**config.mk**
```make
export PLATFORM = sky130hd
export DESIGN_NAME = fpmc_top
export DESIGN_NICKNAME = d
export VERILOG_FILES = /design/src/design/fpmc_pkg.sv /design/src/design/fpmc_top.sv
export SDC_FILE = /design/constraint.sdc
export NUM_CORES = 1
export LEC_CHECK = 0
export BUFFER_PORTS_ARGS = -buffer_cell sky130_fd_sc_hd__buf_4
export CAP_MARGIN = 25
export CELL_PAD_IN_SITES_DETAIL_PLACEMENT = 0
export CELL_PAD_IN_SITES_GLOBAL_PLACEMENT = 1
export CORE_UTILIZATION = 26
export DETAILED_ROUTE_END_ITERATION = 8
export PLACE_DENSITY_LB_ADDON = 0.1
export SLEW_MARGIN = 10
export SYNTH_ARGS = -nofsm -noshare
export SYNTH_HDL_FRONTEND = slang
export SYNTH_SLANG_ARGS = --single-unit
```
**constraint.sdc**
```tcl
create_clock -name MCLK_I -period 4.9 [get_ports MCLK_I]
set_input_delay 0.98 -clock MCLK_I [delete_from_list [all_inputs] [get_ports MCLK_I]]
set_output_delay 0.98 -clock MCLK_I [all_outputs]
set_load 0.005 [all_outputs]
```
**src/design/fpmc_pkg.sv**
```systemverilog
package fpmc_pkg;

  // Clock rate and derived cycle counts
  localparam int unsigned      CLK_MHZ     = 200;
  localparam longint unsigned  TIMEOUT_S   = 30;
  localparam longint unsigned  TIMEOUT_CYC = TIMEOUT_S * CLK_MHZ * 64'd1000000;
  localparam int unsigned      PHASE_MS    = 1000;
  localparam int unsigned      PHASE_CYC   = PHASE_MS * CLK_MHZ * 1000;
  localparam int unsigned      DEB_US      = 1000;
  localparam int unsigned      DEB_CYC     = DEB_US * CLK_MHZ;
  localparam int unsigned      TMR_W       = 33;

  // Gain limits and steps, in tenths of a decibel
  localparam logic [10:0] GAIN_MAX  = 11'h12c;
  localparam logic [10:0] STEP_10DB = 11'h064;
  localparam logic [10:0] STEP_1DB  = 11'h00a;
  localparam logic [10:0] STEP_HALF = 11'h005;
  // Reference offset limits and steps
  localparam logic signed [12:0] OFS_MAX = 13'sh07d0;
  localparam logic signed [12:0] OFS_MIN = -13'sh07d0;
  localparam logic signed [12:0] OFS_S0  = 13'sh0064;
  localparam logic signed [12:0] OFS_S1  = 13'sh000a;
  localparam logic signed [12:0] OFS_S2  = 13'sh0001;

  // Menu items in presentation order
  localparam logic [2:0] IT_GAIN = 3'h0;
  localparam logic [2:0] IT_MUTE = 3'h1;
  localparam logic [2:0] IT_REFM = 3'h2;
  localparam logic [2:0] IT_OFS  = 3'h3;
  localparam logic [2:0] IT_REM  = 3'h4;
  localparam logic [2:0] IT_RIF  = 3'h5;
  localparam logic [2:0] IT_ADDR = 3'h6;
  localparam logic [1:0] CUR_R_DIGITS = 2'h3;
  localparam logic [1:0] CUR_R_SINGLE = 2'h1;

  // Register map, byte addresses
  localparam logic [11:0] REG_STATUS = 12'h000;
  localparam logic [11:0] REG_LIVE   = 12'h004;
  localparam logic [11:0] REG_SAVED  = 12'h008;
  localparam logic [11:0] REG_CTRL   = 12'h00c;
  localparam int unsigned CTRL_LOCK_BIT = 0;
  localparam logic [1:0]  RESP_OKAY   = 2'h0;
  localparam logic [1:0]  RESP_SLVERR = 2'h2;

  typedef enum logic [1:0] {
    REF_INT  = 2'b00,
    EXTERNAL_REF_TAG  = 2'b01,
    REF_AUTO = 2'b10
  } fpmc_refmode_t;

  typedef enum logic [1:0] {
    TAG_INT    = 2'b00,
    TAG_EXT    = 2'b01,
    TAG_AUTO_E = 2'b10,
    TAG_AUTO_I = 2'b11
  } fpmc_tag_t;

  typedef enum logic [1:0] {
    PH_LAMP = 2'b00,
    PH_VER  = 2'b01,
    PH_RUN  = 2'b10
  } fpmc_phase_t;

  typedef enum logic [1:0] {
    ST_IDLE = 2'b00,
    ST_EDIT = 2'b01,
    ST_SAVE = 2'b10
  } fpmc_state_t;

  typedef struct packed {
    logic [4:0]         bus_addr;
    logic               remote_if;
    logic               remote_en;
    logic signed [11:0] ref_offset;
    fpmc_refmode_t      ref_mode;
    logic               mute;
    logic [9:0]         gain;
  } fpmc_settings_t;

  typedef struct packed {
    fpmc_phase_t phase;
    fpmc_state_t state;
    logic        save_yes;
    logic [2:0]  item;
    logic [1:0]  cursor;
    fpmc_tag_t   tag;
  } fpmc_disp_t;

  localparam fpmc_settings_t SETTINGS_RST = '0;

endpackage : fpmc_pkg

```
**src/design/fpmc_top.sv**
```systemverilog
`timescale 1ns/1ps
`default_nettype none

// Functional notes
// - Sessions open with a menu press, close with a confirmed press at save prompt.
// - Any session not closed by a confirmed save discards its changes.
// - About thirty seconds without switch activity abandons the session and restores.
// - Committed settings live in non-volatile store and reload at power return.
// - Power-up shows all segments, then version, then runs.
// - Horizontal switch moves the cursor one place left or right.
// - In gain editing the vertical switch raises or lowers the cursor digit.
// - On/off items toggle on every vertical actuation, whatever the direction.
// - Edited gain applies at once, stored only after a yes at save prompt.
// - Gain steps of 0.5, 1 and 10 dB follow the cursor digit.
// - Yes commits session settings; no restores the settings held before it.
// - Return item or passing the last menu leads to the save prompt.
// - Seven items in order: gain, mute, ref mode, offset, remote, interface, address.
// - A menu press while a value shows advances to the next item.
// - Alarm output and LED light while any oscillator reports loss of lock.
// - Remote LED lights while remote control is selected.
// - Internal mode selects the built-in oven oscillator and the internal tag.
// - External mode selects the external input and the external tag.
// - Auto mode uses external while its level is good, tag auto-external.
// - Auto mode falls to internal on low external level, tag auto-internal.
// - Gain is held in tenths of a decibel, clamped to 0 through 300.
module fpmc_top #(
  parameter logic [fpmc_pkg::TMR_W-1:0] TIMEOUT_CYC = fpmc_pkg::TMR_W'(fpmc_pkg::TIMEOUT_CYC),
  parameter logic [31:0]                PHASE_CYC   = 32'(fpmc_pkg::PHASE_CYC),
  parameter logic [31:0]                DEB_CYC     = 32'(fpmc_pkg::DEB_CYC)
) (
  input  wire logic                     MCLK_I,
  input  wire logic                     RST_N_I,
  input  wire logic [11:0]              S_AXI_AWADDR_I,
  input  wire logic                     S_AXI_AWVALID_I,
  output logic                          S_AXI_AWREADY_O,
  input  wire logic [31:0]              S_AXI_WDATA_I,
  input  wire logic [3:0]               S_AXI_WSTRB_I,
  input  wire logic                     S_AXI_WVALID_I,
  output logic                          S_AXI_WREADY_O,
  output logic [1:0]                    S_AXI_BRESP_O,
  output logic                          S_AXI_BVALID_O,
  input  wire logic                     S_AXI_BREADY_I,
  input  wire logic [11:0]              S_AXI_ARADDR_I,
  input  wire logic                     S_AXI_ARVALID_I,
  output logic                          S_AXI_ARREADY_O,
  output logic [31:0]                   S_AXI_RDATA_O,
  output logic [1:0]                    S_AXI_RRESP_O,
  output logic                          S_AXI_RVALID_O,
  input  wire logic                     S_AXI_RREADY_I,
  input  wire logic                     SW_MENU_I,
  input  wire logic                     SW_LEFT_I,
  input  wire logic                     SW_RIGHT_I,
  input  wire logic                     SW_UP_I,
  input  wire logic                     SW_DOWN_I,
  input  wire logic [1:0]               LO_LOCK_I,
  input  wire logic                     EXT_LOW_I,
  input  wire fpmc_pkg::fpmc_settings_t NV_DATA_I,
  output logic                          NV_WR_O,
  output fpmc_pkg::fpmc_settings_t      NV_DATA_O,
  output fpmc_pkg::fpmc_settings_t      SETTINGS_O,
  output fpmc_pkg::fpmc_disp_t          DISP_O,
  output logic                          ALARM_O,
  output logic                          ALARM_LED_O,
  output logic                          REMOTE_LED_O,
  output logic                          REF_SEL_EXT_O
);
  import fpmc_pkg::*;

  localparam int unsigned NIN = 8;

  logic [NIN-1:0]       raw_in;
  logic [NIN-1:0]       s1_q, s2_q, s3_q, stable_q;
  logic [4:0]           sw_prev_q;
  logic [4:0]           sw_ev;
  logic                 ev_menu, ev_left, ev_right, ev_up, ev_down, any_ev;
  logic                 ext_low_db_q;
  logic [31:0]          deb_cnt_q;
  fpmc_phase_t          phase_q;
  logic [31:0]          phase_cnt_q;
  logic                 nv_loaded_q;
  fpmc_state_t          state_q;
  logic [2:0]           item_q;
  logic [1:0]           cursor_q;
  logic                 save_yes_q;
  logic [TMR_W-1:0]     tmr_q;
  fpmc_settings_t       live_q, saved_q;
  logic                 lock_q;
  logic [1:0]           cur_last;
  logic                 timeout;
  fpmc_tag_t            tag_d;
  logic                 external_ref_tag_d;
  logic                 aw_held_q, w_held_q;
  logic [11:0]          awaddr_q;
  logic [31:0]          wdata_q;
  logic [3:0]           wstrb_q;
  logic                 wr_go;

  // Input synchronisers: a level is taken once the second and third stages agree
  assign raw_in = {EXT_LOW_I, LO_LOCK_I, SW_DOWN_I, SW_UP_I, SW_RIGHT_I, SW_LEFT_I, SW_MENU_I};

  always_ff @(posedge MCLK_I or negedge RST_N_I) begin
    if (!RST_N_I) begin
      s1_q     <= 8'h60;
      s2_q     <= 8'h60;
      s3_q     <= 8'h60;
      stable_q <= 8'h60;
    end else begin
      s1_q     <= raw_in;
      s2_q     <= s1_q;
      s3_q     <= s2_q;
      stable_q <= (s2_q & s3_q) | (stable_q & (s2_q | s3_q));
    end
  end

  always_ff @(posedge MCLK_I or negedge RST_N_I) begin
    if (!RST_N_I) begin
      sw_prev_q <= '0;
    end else begin
      sw_prev_q <= stable_q[4:0];
    end
  end

  // Switch events are ignored during power-up and while software locks the panel
  assign sw_ev    = (phase_q == PH_RUN && !lock_q) ? (stable_q[4:0] & ~sw_prev_q) : 5'h00;
  assign ev_menu  = sw_ev[0];
  assign ev_left  = sw_ev[1];
  assign ev_right = sw_ev[2];
  assign ev_up    = sw_ev[3];
  assign ev_down  = sw_ev[4];
  assign any_ev   = |sw_ev;

  // External low-level flag must hold its new value for the debounce time
  always_ff @(posedge MCLK_I or negedge RST_N_I) begin
    if (!RST_N_I) begin
      deb_cnt_q    <= '0;
      ext_low_db_q <= 1'b0;
    end else if (stable_q[7] == ext_low_db_q) begin
      deb_cnt_q    <= '0;
    end else if (deb_cnt_q >= DEB_CYC - 32'h1) begin
      deb_cnt_q    <= '0;
      ext_low_db_q <= stable_q[7];
    end else begin
      deb_cnt_q    <= deb_cnt_q + 32'h1;
    end
  end

  // Power-up display sequence
  always_ff @(posedge MCLK_I or negedge RST_N_I) begin
    if (!RST_N_I) begin
      phase_q     <= PH_LAMP;
      phase_cnt_q <= '0;
    end else if (phase_q != PH_RUN) begin
      if (phase_cnt_q >= PHASE_CYC - 32'h1) begin
        phase_cnt_q <= '0;
        phase_q     <= (phase_q == PH_LAMP) ? PH_VER : PH_RUN;
      end else begin
        phase_cnt_q <= phase_cnt_q + 32'h1;
      end
    end
  end

  // Return position of the cursor for the current item
  assign cur_last = (item_q == IT_GAIN || item_q == IT_OFS) ? CUR_R_DIGITS : CUR_R_SINGLE;
  assign timeout  = (state_q != ST_IDLE) && (tmr_q == TMR_W'(1)) && !any_ev;

  // Inactivity timer
  always_ff @(posedge MCLK_I or negedge RST_N_I) begin
    if (!RST_N_I) begin
      tmr_q <= '0;
    end else if (state_q == ST_IDLE && !ev_menu) begin
      tmr_q <= '0;
    end else if (any_ev) begin
      tmr_q <= TIMEOUT_CYC;
    end else if (tmr_q != '0) begin
      tmr_q <= tmr_q - TMR_W'(1);
    end
  end

  // Menu sequencing
  always_ff @(posedge MCLK_I or negedge RST_N_I) begin
    if (!RST_N_I) begin
      state_q    <= ST_IDLE;
      item_q     <= IT_GAIN;
      cursor_q   <= '0;
      save_yes_q <= 1'b0;
    end else begin
      case (state_q)
        ST_IDLE: begin
          if (ev_menu) begin
            state_q  <= ST_EDIT;
            item_q   <= IT_GAIN;
            cursor_q <= '0;
          end
        end
        ST_EDIT: begin
          if (timeout) begin
            state_q <= ST_IDLE;
          end else if (ev_menu) begin
            cursor_q <= '0;
            if (cursor_q == cur_last || item_q == IT_ADDR) begin
              state_q    <= ST_SAVE;
              save_yes_q <= 1'b0;
            end else begin
              item_q <= item_q + 3'h1;
            end
          end else if (ev_left && cursor_q != '0) begin
            cursor_q <= cursor_q - 2'h1;
          end else if (ev_right && cursor_q != cur_last) begin
            cursor_q <= cursor_q + 2'h1;
          end
        end
        ST_SAVE: begin
          if (timeout || ev_menu) begin
            state_q <= ST_IDLE;
          end else if (ev_up || ev_down || ev_left || ev_right) begin
            save_yes_q <= !save_yes_q;
          end
        end
        default: begin
          state_q <= ST_IDLE;
        end
      endcase
    end
  end

  function automatic logic [9:0] gain_step(input logic [9:0] g, input logic [1:0] pos,
                                           input logic up);
    logic [10:0] d;
    logic [10:0] r;
    d = (pos == 2'h0) ? STEP_10DB : (pos == 2'h1) ? STEP_1DB : STEP_HALF;
    if (up) begin
      r = {1'b0, g} + d;
      if (r > GAIN_MAX) begin
        r = GAIN_MAX;
      end
    end else begin
      r = ({1'b0, g} < d) ? 11'h000 : ({1'b0, g} - d);
    end
    return r[9:0];
  endfunction : gain_step

  function automatic logic [11:0] ofs_step(input logic signed [11:0] o, input logic [1:0] pos,
                                           input logic up);
    logic signed [12:0] d;
    logic signed [12:0] r;
    d = (pos == 2'h0) ? OFS_S0 : (pos == 2'h1) ? OFS_S1 : OFS_S2;
    r = up ? (13'(o) + d) : (13'(o) - d);
    if (r > OFS_MAX) begin
      r = OFS_MAX;
    end else if (r < OFS_MIN) begin
      r = OFS_MIN;
    end
    return r[11:0];
  endfunction : ofs_step

  // Live settings: edits apply at once, timeout or no restores the saved copy
  always_ff @(posedge MCLK_I or negedge RST_N_I) begin
    if (!RST_N_I) begin
      live_q <= SETTINGS_RST;
    end else if (!nv_loaded_q) begin
      live_q <= NV_DATA_I;
    end else if (timeout) begin
      live_q <= saved_q;
    end else if (state_q == ST_SAVE && ev_menu && !save_yes_q) begin
      live_q <= saved_q;
    end else if (state_q == ST_EDIT && (ev_up || ev_down) && cursor_q != cur_last) begin
      case (item_q)
        IT_GAIN: live_q.gain       <= gain_step(live_q.gain, cursor_q, ev_up);
        IT_MUTE: live_q.mute       <= !live_q.mute;
        IT_REFM: begin
          case (live_q.ref_mode)
            REF_INT: live_q.ref_mode <= ev_up ? EXTERNAL_REF_TAG : REF_AUTO;
            EXTERNAL_REF_TAG: live_q.ref_mode <= ev_up ? REF_AUTO : REF_INT;
            default: live_q.ref_mode <= ev_up ? REF_INT : EXTERNAL_REF_TAG;
          endcase
        end
        IT_OFS:  live_q.ref_offset <= ofs_step(live_q.ref_offset, cursor_q, ev_up);
        IT_REM:  live_q.remote_en  <= !live_q.remote_en;
        IT_RIF:  live_q.remote_if  <= !live_q.remote_if;
        IT_ADDR: live_q.bus_addr   <= ev_up ? live_q.bus_addr + 5'h01
                                            : live_q.bus_addr - 5'h01;
        default: live_q <= live_q;
      endcase
    end
  end

  // Committed copy and non-volatile write
  always_ff @(posedge MCLK_I or negedge RST_N_I) begin
    if (!RST_N_I) begin
      nv_loaded_q <= 1'b0;
      saved_q     <= SETTINGS_RST;
      NV_WR_O     <= 1'b0;
      NV_DATA_O   <= SETTINGS_RST;
    end else begin
      nv_loaded_q <= 1'b1;
      NV_WR_O     <= 1'b0;
      if (!nv_loaded_q) begin
        saved_q <= NV_DATA_I;
        NV_DATA_O <= NV_DATA_I;
      end else if (state_q == ST_SAVE && ev_menu && save_yes_q && !timeout) begin
        saved_q   <= live_q;
        NV_DATA_O <= live_q;
        NV_WR_O   <= 1'b1;
      end
    end
  end

  // Reference source selection and display tag
  always_comb begin
    case (live_q.ref_mode)
      REF_INT: begin
        external_ref_tag_d = 1'b0;
        tag_d     = TAG_INT;
      end
      EXTERNAL_REF_TAG: begin
        external_ref_tag_d = 1'b1;
        tag_d     = TAG_EXT;
      end
      default: begin
        external_ref_tag_d = !ext_low_db_q;
        tag_d     = ext_low_db_q ? TAG_AUTO_I : TAG_AUTO_E;
      end
    endcase
  end

  always_ff @(posedge MCLK_I or negedge RST_N_I) begin
    if (!RST_N_I) begin
      REF_SEL_EXT_O <= 1'b0;
      ALARM_O       <= 1'b0;
      ALARM_LED_O   <= 1'b0;
      REMOTE_LED_O  <= 1'b0;
      SETTINGS_O    <= SETTINGS_RST;
      DISP_O        <= '0;
    end else begin
      REF_SEL_EXT_O   <= external_ref_tag_d;
      ALARM_O         <= !(&stable_q[6:5]);
      ALARM_LED_O     <= !(&stable_q[6:5]);
      REMOTE_LED_O    <= live_q.remote_en;
      SETTINGS_O      <= live_q;
      DISP_O.phase    <= phase_q;
      DISP_O.state    <= state_q;
      DISP_O.save_yes <= save_yes_q;
      DISP_O.item     <= item_q;
      DISP_O.cursor   <= cursor_q;
      DISP_O.tag      <= tag_d;
    end
  end

  // AXI4-Lite write channel
  assign S_AXI_AWREADY_O = !aw_held_q && !S_AXI_BVALID_O;
  assign S_AXI_WREADY_O  = !w_held_q && !S_AXI_BVALID_O;
  assign wr_go           = aw_held_q && w_held_q && !S_AXI_BVALID_O;

  always_ff @(posedge MCLK_I or negedge RST_N_I) begin
    if (!RST_N_I) begin
      aw_held_q      <= 1'b0;
      w_held_q       <= 1'b0;
      awaddr_q       <= '0;
      wdata_q        <= '0;
      wstrb_q        <= '0;
      S_AXI_BVALID_O <= 1'b0;
      S_AXI_BRESP_O  <= RESP_OKAY;
    end else begin
      if (S_AXI_AWVALID_I && S_AXI_AWREADY_O) begin
        aw_held_q <= 1'b1;
        awaddr_q  <= S_AXI_AWADDR_I;
      end
      if (S_AXI_WVALID_I && S_AXI_WREADY_O) begin
        w_held_q <= 1'b1;
        wdata_q  <= S_AXI_WDATA_I;
        wstrb_q  <= S_AXI_WSTRB_I;
      end
      if (wr_go) begin
        aw_held_q      <= 1'b0;
        w_held_q       <= 1'b0;
        S_AXI_BVALID_O <= 1'b1;
        case ({awaddr_q[11:2], 2'b00})
          REG_STATUS, REG_LIVE, REG_SAVED, REG_CTRL: S_AXI_BRESP_O <= RESP_OKAY;
          default:                                   S_AXI_BRESP_O <= RESP_SLVERR;
        endcase
      end else if (S_AXI_BVALID_O && S_AXI_BREADY_I) begin
        S_AXI_BVALID_O <= 1'b0;
      end
    end
  end

  // Control register: panel lock
  always_ff @(posedge MCLK_I or negedge RST_N_I) begin
    if (!RST_N_I) begin
      lock_q <= 1'b0;
    end else if (wr_go && {awaddr_q[11:2], 2'b00} == REG_CTRL && wstrb_q[0]) begin
      lock_q <= wdata_q[CTRL_LOCK_BIT];
    end
  end

  // AXI4-Lite read channel
  assign S_AXI_ARREADY_O = !S_AXI_RVALID_O;

  always_ff @(posedge MCLK_I or negedge RST_N_I) begin
    if (!RST_N_I) begin
      S_AXI_RVALID_O <= 1'b0;
      S_AXI_RDATA_O  <= '0;
      S_AXI_RRESP_O  <= RESP_OKAY;
    end else if (S_AXI_ARVALID_I && S_AXI_ARREADY_O) begin
      S_AXI_RVALID_O <= 1'b1;
      S_AXI_RRESP_O  <= RESP_OKAY;
      case ({S_AXI_ARADDR_I[11:2], 2'b00})
        REG_STATUS: S_AXI_RDATA_O <= {16'h0000, ext_low_db_q, !(&stable_q[6:5]),
                                      DISP_O.phase, DISP_O.state, DISP_O.save_yes,
                                      DISP_O.item, DISP_O.cursor, DISP_O.tag,
                                      1'b0, REF_SEL_EXT_O};
        REG_LIVE:   S_AXI_RDATA_O <= live_q;
        REG_SAVED:  S_AXI_RDATA_O <= saved_q;
        REG_CTRL:   S_AXI_RDATA_O <= {31'h00000000, lock_q};
        default: begin
          S_AXI_RDATA_O <= '0;
          S_AXI_RRESP_O <= RESP_SLVERR;
        end
      endcase
    end else if (S_AXI_RVALID_O && S_AXI_RREADY_I) begin
      S_AXI_RVALID_O <= 1'b0;
    end
  end

endmodule : fpmc_top

`default_nettype wire

```
==> impl_metrics.ini <==
[pwr]
power_frac_comb_pct = 13.7
swShare_pct = 27.32
clockPowerShare_pct = 42.3
pwr_density_cell_nw_per_um2 = 356.4
p_int_mw = 4.855
p_seq_share_pct = 44.0
irDropWorstVdd_mv = 0.2147
p_leak_nw = 8.469
total_power_mw = 6.680
power_switching_mw = 1.825

[layout]
final_layout_size_suffix_gt1_share_pct = 19.01
area_growth_pct = 23.68
stdcell_count = 2523
fin_util_pct = 32.49
fillers = 6013
nets = 1878

[die]
die_area_um2 = 59260
core-area_um2 = 57700
dieHeight_um = 243.4
rows = 88
io_pins = 229
start_util_pct = 26.27
die-width_um = 243.4

[min_path]
min_path_type = primary input to async pin

[logic_synthesis]
yosys_warnings = 0
synthArstFlopShare_pct = 100.0
ys.flop_type = dfrtp_1
syn-cell-area_um2 = 15150
synth_edf_count = 0
synth_common_cells = dfrtp_1 (300), nand2_1 (183), nor2_1 (162), o21ai_0 (94), a21oi_1 (80)
yosysMostFrequentCell = dfrtp_1
yosysSeqAreaShare_pct = 50.92
synth_xor_xnor_area_share_pct = 4.566
synth_seq_cells = 308
synth_top_family_by_area = simple AND/OR/NAND/NOR gates
synth.area.mux_share_pct = 3.005
synth_simple_gate_area_share_pct = 17.42
synth_top_area_share_pct = 49.54
synth.distinct_cells = 88
synth.avg_cell_area_um2 = 9.873
synthTopCellsByArea = dfrtp_1 (50%), nand2_1 (4.5%), nor2_1 (4.0%)
syn-instance-count = 1535
synth_compound_area_share_pct = 16.55
synth_fa_ha_area_share_pct = 4.425
yosys.area.top_type = dfrtp_1

[sta]
slew_headroom_pct = 44.63
fin_crit_ns = 4.398
post-route-period-util_pct = 89.76
finalSetupTns_ns = 0
hold_violations = 0
fmax_ghz = 0.2274
slew_violations = 0
worst_pin_slew_ns = 0.8235
clock_skew_ns = 0.01673
rsz0062_at_grt = no
finalWorstSetupSlack_ns = 0.5019
finalSetupViolCount = 0

[placed_design]
dp_hpwl_um = 34800
gp_congestion = 0.7901
dp_cells = 2450
place.port_buffers = 188
preCtsSetupSlack_ns = 0.5041

[setup_path]
slowest_delay_ns = 0.53
setup.worst_path.start = phase_q[0]
worst-setup-path-type = flip-flop to flip-flop
end_kind = flip-flop
critical_path_required_ns = 5.35
cp.arrival_ns = 4.85
r2r_cells = 13
critPathMostFrequentCell = ha_1
r2r-end = live_q[16]
cp_cell_sequence = or3b_2 > or2_2 > inv_1 > ha_1 > ha_1 > nand4_1 > nor3_1 > o21ai_0 > and3_1 > a311oi_2 > o311a_1 > o21ai_1 > o32ai_1
path_max_fanout = 8
cp_slowest_cell = or3b_2
critPathLaunchType = flip-flop
r2r-start = phase_q[0]
r2r_slack_ns = 0.50

[clock_tree]
cts_tree = done
cts_resized = 0
ctsRootBufferMaster = clkbuf_16
hold_buffers = 0
cts_buffers = 40
clock_path_buffers = 3
cts.sinks = 308
clkSlewWorstSetupHoldPaths_ns = 0.06
post_cts_buffers = 0
htreeDepth = 2
worstSkewPairLatency_ns = 0.56

[global_routing]
grt_overflow = 0
grt_pass1_vias = 12230
gr-usage-all-layers_pct = 16.62
grt_max_degree = 118
grt_pass1_wl_um = 75530
antenna_found_initial = 3

[detailed_routing]
ant_nets = 0
wl_per_cell_um = 19.35
drcViolationCount = 0
wl_um = 48810
via_per_inst = 4.792
via_count = 12091
dr.pass1.iters = 5
drtIter0Drc = 689

[run]
max_cap_violations = 0

[run_status]
status = complete, no violations
-- critical path: cells and delay by family (launching register included) --
kind	cells	cell delay (ns)
simple gates	5	1.58
flops	1	0.44
buf+inv	1	0.16
compound gates	5	1.39
fa+ha+maj	2	0.73
-- cells in the final DEF (no fill, tap or decap), drive strengths merged, types with 23 or more instances in the layout --
cell    netlist  layout
o21ai        97      97
a21oi        81      81
inv          35      37
buf          19     214
xnor2        42      42
nand3        46      46
clkbuf       60      64
mux2i        23      23
a31oi        45      45
nor2        163     163
nand2       183     183
xor2         37      37
a22oi        23      23
dfrtp       300     300
nor4         23      23
ha           40      40
nor3         29      29
-- stage by stage --
stage / area (µm²) / hold slack (ns)
3_3_place_gp: 17490 / 0.3326
5_1_grt: 18740 / 0.3502
6_report: 18740 / 0.3449
3_5_place_dp: 17490 / 0.3347
4_1_cts: 18740 / 0.3446
2_1_floorplan: 15210 / 0.3312
-- registers in the layout, indices dropped and copies added, names as in the netlist, 10 cells and up --
name           count
live_q            32
SETTINGS_O        31
DISP_O            12
phase_cnt_q       32
tmr_q             33
saved_q           32
awaddr_q          10
S_AXI_RDATA_O     32
deb_cnt_q         32
-- final cells by class --
cell class | count | area (µm²) | area share, %
Sequential cell | 308 | 7721 | 41.19
Multi-Input combinational cell | 1128 | 7039 | 37.56
Timing Repair Buffer | 214 | 1639 | 8.745
Clock buffer | 64 | 1202 | 6.415
Tap cell | 765 | 957.2 | 5.107
Inverter | 35 | 131.4 | 0.7009
Clock inverter | 8 | 50.05 | 0.2670
Antenna cell | 1 | 2.502 | 0.01335
-- power groups by stage --
stage | clock network [mW] | logic, mW | registers [mW]
global placement | 0 | 0.926 | 2.99
finish | 2.82 | 0.917 | 2.94
detailed placement | 0 | 0.931 | 2.99
CTS | 2.95 | 0.934 | 2.94
floorplan | 0 | 0.569 | 2.89
global route | 3.04 | 1.03 | 2.97
-- how the worst max path moves through the flow --
| stage | to | slack (ns) | cells past startpoint |
|---|---|---|---|
| floorplan | live_q[16] | 0.79 | 15 |
| global placement | live_q[16] | 0.52 | 13 |
| detailed placement | live_q[16] | 0.50 | 13 |
| CTS | live_q[16] | 0.48 | 13 |
| global route | live_q[16] | 0.19 | 13 |
| finish | live_q[16] | 0.50 | 13 |
-- per-layer routing --
metal	share of wire (%)	global-route usage [%]	routed length (µm)
met5	0.092	0	45
met2	47	26.83	22860
met3	4.9	3.503	2377
met4	3.5	6.604	1699
met1	45	21.62	21830
-- cell families (layout without fill, tap and decap cells) --
family,Yosys count,after routing
XOR/XNOR,79,79
flip-flops,308,308
adder cells (fa/ha/maj),53,53
multiplexers,42,42
AO/OA/AOI/OAI,379,379
AND/OR/NAND/NOR,558,558
other,2,18
buffers and inverters,114,321
Power figures use the tool's default switching activity.
